$ cat src/lhmb_map.vh
// register indices, field positions and reset values of the host mailbox
`ifndef LHMB_MAP_VH
`define LHMB_MAP_VH
`define LHMB_IDX_C4_HI 6'h00
`define LHMB_IDX_C4_LO 6'h01
`define LHMB_IDX_C3_HI 6'h02
`define LHMB_IDX_C3_LO 6'h03
`define LHMB_IDX_CTRL 6'h04
`define LHMB_IDX_ARB 6'h05
`define LHMB_IDX_IDR0 6'h08
`define LHMB_IDX_ODR0 6'h0C
`define LHMB_IDX_STR0 6'h10
`define LHMB_IDX_TWR0 6'h20
`define LHMB_BIT_C4_EN 0
`define LHMB_BIT_TWR_EN 0
`define LHMB_BIT_CD 3
`define LHMB_BIT_IBF 1
`define LHMB_BIT_OBF 0
`define LHMB_BIT_ARB_HOK 0
`define LHMB_BIT_ARB_SOK 1
`define LHMB_BIT_ARB_REL 4
`define LHMB_RST_BYTE 8'h00
`define LHMB_RST_ADDR 16'h0000
`define LHMB_OWN_NONE 2'h0
`define LHMB_OWN_HOST 2'h1
`define LHMB_OWN_SLAVE 2'h2
`endif

$ cat src/lhmb_mailbox.v
// host mailbox: channel 4 decode, data/status registers and shared registers
`timescale 1ns/1ps
`include "lhmb_map.vh"
// Summary of operation
// software keeps channel 4 address unchanged while chan4_enable is set
// 16-bit channel 4 address, reset zero, bit 2 excluded from match
// channel 4 write goes to input_data4; read returns output_data4 or status4
// software keeps channel 4 address distinct from other channels
// input data registers are 8 bits, host write only, slave read only
// host write stores byte and latches address bit 2 as cmd_data_flag
// input data registers reset to zero
// output data registers 8 bits, slave read/write, host read only
// output data registers reset to zero
// sixteen 8-bit shared registers, read/write from both sides
// shared register 0 has separate host-written and slave-written bytes
// shared register 0 writes arbitrated, validity shown in status flags
// host right: host reads own byte, slave writes discarded
// slave right: host writes to shared register 0 discarded
// shared registers store host writes, return on reads, reset zero
// shared match uses channel 3 address, bit 4 inverted, bits 3..0 select
// input_full_flag set by host write, cleared by slave read
// output_full_flag set by slave write, cleared by host read or zero write
// cmd_data_flag sits at status bit 3, read only to slave
// channel 4 decoded only while chan4_enable is one
// slave right: slave read of host byte returns slave byte
module lhmb_mailbox (
  input wire mclk,
  input wire rst,
  input wire lclk,
  input wire [15:0] host_addr,
  input wire [7:0] host_wdata,
  input wire host_wr,
  input wire host_rd,
  output reg [7:0] host_rdata_ff,
  output reg host_ack_ff,
  input wire [5:0] slv_addr,
  input wire [7:0] slv_wdata,
  input wire slv_wr,
  input wire slv_rd,
  output reg [7:0] slv_rdata_ff
);
  // host pins pass two flip-flops
  reg [26:0] h_s1_ff;
  reg [26:0] h_s2_ff;
  reg lclk_d_ff;
  reg [15:0] c4_addr_ff;
  reg [15:0] c3_addr_ff;
  reg c4_en_ff;
  reg [7:0] idr_ff [0:3];
  reg [7:0] odr_ff [0:3];
  reg [7:0] str_ff [0:3];
  reg [7:0] twr_ff [0:15];
  reg [7:0] tw0_slv_ff;
  reg [1:0] own_ff;
  reg hok_ff;
  reg sok_ff;
  integer i;
  integer j;

  // address compare with a don't-care mask
  function match;
    input [15:0] a;
    input [15:0] ref_addr;
    input [15:0] care;
    begin
      match = ((a ^ ref_addr) & care) == 16'h0000;
    end
  endfunction

  wire [15:0] ha = h_s2_ff[15:0];
  wire [7:0] hd = h_s2_ff[23:16];
  wire lclk_s = h_s2_ff[26];
  wire lrise = lclk_s & ~lclk_d_ff;
  wire h_wr = lrise & h_s2_ff[24];
  wire h_rd = lrise & h_s2_ff[25];
  wire c4_hit = c4_en_ff & match(ha, c4_addr_ff, 16'hFFFB); // see
  wire tw_hit = c3_addr_ff[`LHMB_BIT_TWR_EN] &
    match(ha, c3_addr_ff ^ 16'h0010, 16'hFFF0);
  wire [3:0] tw_sel = ha[3:0];
  wire h_tw0_wr = h_wr & tw_hit & (tw_sel == 4'h0);
  wire s_tw0_wr = slv_wr & (slv_addr == `LHMB_IDX_TWR0);
  // host loses to a slave that already owns, wins a same-cycle race
  wire h_tw0_ok = own_ff != `LHMB_OWN_SLAVE;
  wire s_tw0_ok = (own_ff != `LHMB_OWN_HOST) & ~(h_tw0_wr & h_tw0_ok);
  wire arb_rel = slv_wr & (slv_addr == `LHMB_IDX_ARB) & slv_wdata[`LHMB_BIT_ARB_REL];
  wire s_str = slv_wr & (slv_addr[5:2] == 4'h4);
  wire s_odr = slv_wr & (slv_addr[5:2] == 4'h3);
  wire s_idr_rd = slv_rd & (slv_addr[5:2] == 4'h2);

  // synchroniser and link clock edge finder
  always @(posedge mclk) begin
    if (rst) begin
      h_s1_ff <= 27'h0000000;
      h_s2_ff <= 27'h0000000;
      lclk_d_ff <= 1'b0;
    end else begin
      h_s1_ff <= {lclk, host_rd, host_wr, host_wdata, host_addr};
      h_s2_ff <= h_s1_ff;
      lclk_d_ff <= lclk_s;
    end
  end

  // slave-side configuration registers
  always @(posedge mclk) begin
    if (rst) begin
      c4_addr_ff <= `LHMB_RST_ADDR;
      c3_addr_ff <= `LHMB_RST_ADDR;
      c4_en_ff <= 1'b0;
    end else if (slv_wr) begin
      case (slv_addr)
        `LHMB_IDX_C4_HI: c4_addr_ff[15:8] <= slv_wdata;
        `LHMB_IDX_C4_LO: c4_addr_ff[7:0] <= slv_wdata;
        `LHMB_IDX_C3_HI: c3_addr_ff[15:8] <= slv_wdata;
        `LHMB_IDX_C3_LO: c3_addr_ff[7:0] <= slv_wdata;
        `LHMB_IDX_CTRL: c4_en_ff <= slv_wdata[`LHMB_BIT_C4_EN];
        default: c4_en_ff <= c4_en_ff;
      endcase
    end
  end

  // channel data, status and flags; hardware set wins over clear
  always @(posedge mclk) begin
    if (rst) begin
      for (i = 0; i < 4; i = i + 1) begin
        idr_ff[i] <= `LHMB_RST_BYTE;
        odr_ff[i] <= `LHMB_RST_BYTE;
        str_ff[i] <= `LHMB_RST_BYTE;
      end
    end else begin
      if (s_idr_rd)
        str_ff[slv_addr[1:0]][`LHMB_BIT_IBF] <= 1'b0;
      if (s_odr) begin
        odr_ff[slv_addr[1:0]] <= slv_wdata;
        str_ff[slv_addr[1:0]][`LHMB_BIT_OBF] <= 1'b1;
      end
      if (s_str) begin
        str_ff[slv_addr[1:0]][7:4] <= slv_wdata[7:4];
        str_ff[slv_addr[1:0]][2] <= slv_wdata[2];
        if (!slv_wdata[`LHMB_BIT_OBF])
          str_ff[slv_addr[1:0]][`LHMB_BIT_OBF] <= 1'b0;
      end
      if (h_rd & c4_hit & ~ha[2] & ~(s_odr & slv_addr[1:0] == 2'h3))
        str_ff[3][`LHMB_BIT_OBF] <= 1'b0;
      if (h_wr & c4_hit) begin
        idr_ff[3] <= hd; // see
        str_ff[3][`LHMB_BIT_CD] <= ha[2];
        str_ff[3][`LHMB_BIT_IBF] <= 1'b1;
      end
    end
  end

  // shared registers and access-right arbitration of register 0
  always @(posedge mclk) begin
    if (rst) begin
      for (j = 0; j < 16; j = j + 1)
        twr_ff[j] <= `LHMB_RST_BYTE;
      tw0_slv_ff <= `LHMB_RST_BYTE;
      own_ff <= `LHMB_OWN_NONE;
      hok_ff <= 1'b0;
      sok_ff <= 1'b0;
    end else begin
      if (arb_rel)
        own_ff <= `LHMB_OWN_NONE;
      if (slv_wr & (slv_addr[5:4] == 2'h2) & (slv_addr[3:0] != 4'h0))
        twr_ff[slv_addr[3:0]] <= slv_wdata;
      if (s_tw0_wr) begin
        sok_ff <= s_tw0_ok;
        if (s_tw0_ok) begin
          tw0_slv_ff <= slv_wdata;
          own_ff <= `LHMB_OWN_SLAVE;
        end
      end
      if (h_wr & tw_hit) begin
        if (tw_sel != 4'h0)
          twr_ff[tw_sel] <= hd;
        else begin
          hok_ff <= h_tw0_ok;
          if (h_tw0_ok) begin
            twr_ff[0] <= hd; // see
            own_ff <= `LHMB_OWN_HOST;
          end
        end
      end
    end
  end

  // host read answers, one pulse per matched read
  always @(posedge mclk) begin
    if (rst) begin
      host_rdata_ff <= `LHMB_RST_BYTE;
      host_ack_ff <= 1'b0;
    end else begin
      host_ack_ff <= h_rd & (c4_hit | tw_hit);
      if (h_rd & c4_hit)
        host_rdata_ff <= ha[2] ? str_ff[3] : odr_ff[3]; // see
      else if (h_rd & tw_hit) begin
        if (tw_sel != 4'h0)
          host_rdata_ff <= twr_ff[tw_sel];
        else if (own_ff == `LHMB_OWN_HOST)
          host_rdata_ff <= twr_ff[0];
        else
          host_rdata_ff <= tw0_slv_ff;
      end
    end
  end

  // slave reads, data one cycle after the strobe
  always @(posedge mclk) begin
    if (rst) begin
      slv_rdata_ff <= `LHMB_RST_BYTE;
    end else if (slv_rd) begin
      case (slv_addr[5:2])
        4'h0: slv_rdata_ff <= slv_addr[1] ?
          (slv_addr[0] ? c3_addr_ff[7:0] : c3_addr_ff[15:8]) :
          (slv_addr[0] ? c4_addr_ff[7:0] : c4_addr_ff[15:8]);
        4'h1: slv_rdata_ff <= (slv_addr == `LHMB_IDX_CTRL) ? {7'h00, c4_en_ff} :
          (slv_addr == `LHMB_IDX_ARB) ? {4'h0, own_ff, sok_ff, hok_ff} : 8'h00;
        4'h2: slv_rdata_ff <= idr_ff[slv_addr[1:0]];
        4'h3: slv_rdata_ff <= odr_ff[slv_addr[1:0]];
        4'h4: slv_rdata_ff <= str_ff[slv_addr[1:0]];
        4'h8, 4'h9, 4'hA, 4'hB: begin
          if (slv_addr[3:0] != 4'h0)
            slv_rdata_ff <= twr_ff[slv_addr[3:0]];
          else if (own_ff == `LHMB_OWN_SLAVE)
            slv_rdata_ff <= tw0_slv_ff;
          else
            slv_rdata_ff <= twr_ff[0];
        end
        default: slv_rdata_ff <= 8'h00;
      endcase
    end
  end
endmodule // lhmb_mailbox

$ cat config.mk
export PLATFORM = sky130hd
export DESIGN_NAME = lhmb_mailbox
export DESIGN_NICKNAME = d
export VERILOG_FILES = /design/src/lhmb_mailbox.v
export VERILOG_INCLUDE_DIRS = /design/src /design/src/src
export SDC_FILE = /design/constraint.sdc
export NUM_CORES = 1
export LEC_CHECK = 0
export ABC_CLOCK_PERIOD_IN_PS = 3060
export BUFFER_PORTS_ARGS = -buffer_cell sky130_fd_sc_hd__buf_2
export CAP_MARGIN = 30
export CORE_MARGIN = 10
export CORE_UTILIZATION = 35
export CTS_BUF_LIST = sky130_fd_sc_hd__clkbuf_2
export DETAILED_ROUTE_END_ITERATION = 8
export GPL_TIMING_DRIVEN = 1
export PLACE_DENSITY = 0.56
export SLEW_MARGIN = 20
export SYNTH_ARGS = -nofsm -noshare
export SYNTH_HDL_FRONTEND = slang
export SYNTH_SLANG_ARGS = --single-unit
$ cat constraint.sdc
create_clock -name mclk -period 3.06 [get_ports mclk]
set_input_delay 0.153 -clock mclk [delete_from_list [all_inputs] [get_ports mclk]]
set_output_delay 0.153 -clock mclk [all_outputs]
set_load 0.02 [all_outputs]
==> implementation parameters <==
Parameter                              Value

Yosys
  Synth Cell Area    16000 um2
  Post-synthesis net count    1514
  Number of cells produced by synthesis    1469
  Flops & latches, synth    311
  Synth top area share    0.362
  Synth Area per Inst    10.9 um2
  Number of flops mapped to enable cells by yosys    193
  Sequential-to-total area share from yosys stat    0.509
  Synthesis warning total    0
  Asr flop ratio synth    0
  Top area cells in the synthesized netlist    sky130_fd_sc_hd__edfxtp_1 (36%), sky130_fd_sc_hd__dfxtp_1 (15%), sky130_fd_sc_hd__mux4_2 (10%)
  Primary flip-flop cell chosen by synthesis mapping    sky130_fd_sc_hd__edfxtp_1
  Number of different library cells in the post-synthesis netlist    61
  Dominant cell type by area after synthesis    sky130_fd_sc_hd__edfxtp_1

Floorplanning
  Die height    234 um
  Die X-Extent    234 um
  Site Rows    78
  Standard cell core area    45300 um2
  Area of the die    54700 um2
  Initial Util    0.354
  Number of top-level pins    62

Worst hold path
  Worst Hold End    odr_ff[1][7]
  Depth of the worst hold-timing path    4
  Hold/Removal Path Class    in2reg
  Hold wc startpoint    slv_addr[0]

Global route
  First-pass GRT wire length    83100 um
  Global routing's busiest layer    met2
  Global-route met2 utilization    0.319
  Antenna violations before repair    3
  Met1 demand-to-capacity share in global routing    0.264
  Met3 Use GR    0.0502
  Total routing resource utilization after global routing    0.205
  Pin count of the biggest net entering global routing    77
  Total grt overflow    0
  Vias in the first global route    13039

STA
  Hold Violations, Final    0
  Least-Margin Pin Slew    1.01 ns
  Clk_skew    0.0726 ns
  Final number of max-transition violations    0
  Shortest period the worst path allows    2.80 ns
  Total Negative Setup Slacks    0 ns
  Unrepaired setup endpoints after global routing    no
  Setup violation total in the final timing report    0
  Period utilization    0.916
  Post-route worst setup slack    0.257 ns
  Final worst hold slack    0.0822 ns
  Slew HR    0.328
  Highest attainable clock frequency    357 MHz

Power
  Portion of total power attributed to sequential cells    0.548
  Power, Total    8640 uW
  Logic gate share of total power    0.110
  Static leakage power    0.00673 uW
  Sw Pwr    2470 uW
  Cell-internal power    6170 uW
  Clock network fraction of total power    0.341
  Worst voltage drop across the vdd grid    300 uV
  Share of total power consumed by net switching    0.286
  Power per unit of standard cell area    460 nW/um2

Setup path
  Reg-to-Reg End    tw0_slv_ff[2]
  CP required    3.91 ns
  Cell with the largest stage delay on the worst path    sky130_fd_sc_hd__nor4_1
  R2R depth    8
  Critical path data arrival time    3.65 ns
  Worst path max stage delay    0.48 ns
  Category of the critical setup timing path    reg2reg
  Max FO, Critical Path    44
  Start of the worst register-to-register path    h_s2_ff[0]
  Cell chain of the critical path    buf_12 -> nor4_4 -> nand4_1 -> nor4_1 -> buf_4 -> a21boi_0 -> o21a_1 -> mux2i_1
  Endpoint class of the critical path    flip-flop
  R2r setup slk    0.26 ns
  Element type at the critical path start    flip-flop

Drt
  First-iteration detailed-routing DRC count    1341
  Detail Route Antenna Nets    0
  Average wire length per cell after detail routing    24.5 um
  DR vias    13153
  Count of TritonRoute iterations in the first routing pass    5
  Wire length reported by the detailed router    56600 um
  Vias per inst    5.68
  Count of unresolved DRC violations after routing    0

Clocking
  CTS clock-pin slew for the worst setup and hold paths    0.13 ns
  Clk_lat worst skew    1.00 ns
  Master cell of the clock root buffer    sky130_fd_sc_hd__clkbuf_2
  Number of clock buffers inserted by TritonCTS    82
  Total clock sinks    311
  Post-cts sizing count    0
  Clock tree from TritonCTS    yes
  # Post-CTS Setup Buffers    0
  Hold-fix buffers, CTS    85
  # H-tree levels    3
  Clock tree buffer depth    3

Finish
  Area of the multi-input gates    7270 um2
  Storage element area    8160 um2
  Commonest cells after routing, fill and taps aside    sky130_fd_sc_hd__edfxtp_1 (193), sky130_fd_sc_hd__nand3_1 (144), sky130_fd_sc_hd__nand2_1 (131), sky130_fd_sc_hd__o21ai_0 (123), sky130_fd_sc_hd__clkbuf_2 (123)
  Total Nets Final    1695
  Fill cell instance count of the final layout    4395
  Final cell count without fillers    2314
  Area grow syn2layout    17.2%
  Share of cells above drive strength 1    0.232
  Most common library cell in the layout ignoring fill and taps    sky130_fd_sc_hd__edfxtp_1

Placed design
  DP Cell Count    2081
  Worst slack at placement    0.316 ns
  Total half-perimeter wirelength after legalization and detailed placement    38800 um
  Final weighted congestion in routability-driven placement    1.02
  Number of buffer cells added on primary ports    61

Status
  Outcome    finished, final reports clean

Run
  Max-Cap Viols    0
-- synthesized netlist by cell type, types with 6 or more instances --
cell / number
sky130_fd_sc_hd__edfxtp_1: 193
sky130_fd_sc_hd__nand3_1: 144
sky130_fd_sc_hd__nand2_1: 131
sky130_fd_sc_hd__o21ai_0: 123
sky130_fd_sc_hd__dfxtp_1: 118
sky130_fd_sc_hd__clkbuf_1: 84
sky130_fd_sc_hd__nor2_1: 81
sky130_fd_sc_hd__nor2b_1: 76
sky130_fd_sc_hd__mux4_2: 72
sky130_fd_sc_hd__mux2i_1: 60
sky130_fd_sc_hd__mux2_2: 36
sky130_fd_sc_hd__and2_1: 34
sky130_fd_sc_hd__a21oi_1: 32
sky130_fd_sc_hd__buf_2: 27
sky130_fd_sc_hd__and3_1: 22
sky130_fd_sc_hd__nor4_1: 22
sky130_fd_sc_hd__nor3_1: 20
sky130_fd_sc_hd__xnor2_1: 17
sky130_fd_sc_hd__inv_1: 16
sky130_fd_sc_hd__nand2b_1: 15
sky130_fd_sc_hd__nand4_1: 14
sky130_fd_sc_hd__o22ai_1: 14
sky130_fd_sc_hd__a22oi_1: 10
sky130_fd_sc_hd__buf_1: 10
sky130_fd_sc_hd__a31oi_1: 8
sky130_fd_sc_hd__nor4b_1: 7
sky130_fd_sc_hd__o32ai_1: 7
sky130_fd_sc_hd__a311o_1: 6
-- registers in the layout, summed over array words and instances (netlist names) --
name	count
twr_ff	128
odr_ff	32
h_s1_ff	27
h_s2_ff	27
str_ff	26
c3_addr_ff	16
c4_addr_ff	16
host_rdata_ff	8
idr_ff	8
slv_rdata_ff	8
tw0_slv_ff	8
own_ff	2
c4_en_ff	1
hok_ff	1
host_ack_ff	1
lclk_d_ff	1
sok_ff	1
-- critical path: cells and delay by family, from the launching register on --
family / cells / cell delay [ns]
buffers and inverters: 2 / 0.52
AND/OR/NAND/NOR: 3 / 1.02
multiplexers: 1 / 0.18
flip-flops: 1 / 0.47
AO/OA/AOI/OAI: 2 / 0.49
-- layout make-up --
cell class,count,share of cell area
Inverter,18,0.00360
Antenna cell,2,0.000267
Timing Repair Buffer,223,0.0946
Clock buffer,123,0.0328
Tap cell,600,0.0400
Multi-Input combinational cell,1014,0.387
Clock inverter,23,0.00706
Sequential cell,311,0.434
-- metal layers --
layer  up-vias  share of wire
li1       5882              -
met1      6416           0.41
met2       721           0.46
met3       134          0.095
met4         0          0.043
met5         -              0
-- metrics by stage --
step	area [um2]	utilization
CTS	18800	0.415
global placement	17200	0.379
global route	18800	0.415
finish	18800	0.415
detailed placement	17200	0.379
floorplan	16000	-
-- worst max path at each step --
stage	start	cells past startpoint	endpoint
final	h_s2_ff[0]	8	tw0_slv_ff[2]
after global placement	h_s2_ff[0]	8	tw0_slv_ff[2]
after global routing	h_s2_ff[0]	8	tw0_slv_ff[7]
after detailed placement	h_s2_ff[0]	8	tw0_slv_ff[5]
after CTS	h_s2_ff[0]	8	tw0_slv_ff[7]
after floorplan	h_s2_ff[10]	5	idr_ff[3][0]
-- logic make-up after synthesis --
kind of cell / after synthesis / share of synthesized area
flops: 311 / 0.509
xor+xnor: 21 / 0.0115
mux: 168 / 0.164
compound gates: 229 / 0.0844
buf+inv: 144 / 0.0373
simple gates: 596 / 0.194
-- power groups by stage --
stage	Clock (uW)	Combinational (uW)	Sequential (uW)
2_1_floorplan	0	549	4750
3_3_place_gp	0	855	4820
3_5_place_dp	0	857	4830
4_1_cts	3010	939	4730
5_1_grt	3210	1000	4750
6_report	2950	954	4740
(Power assumes the default switching activity.)
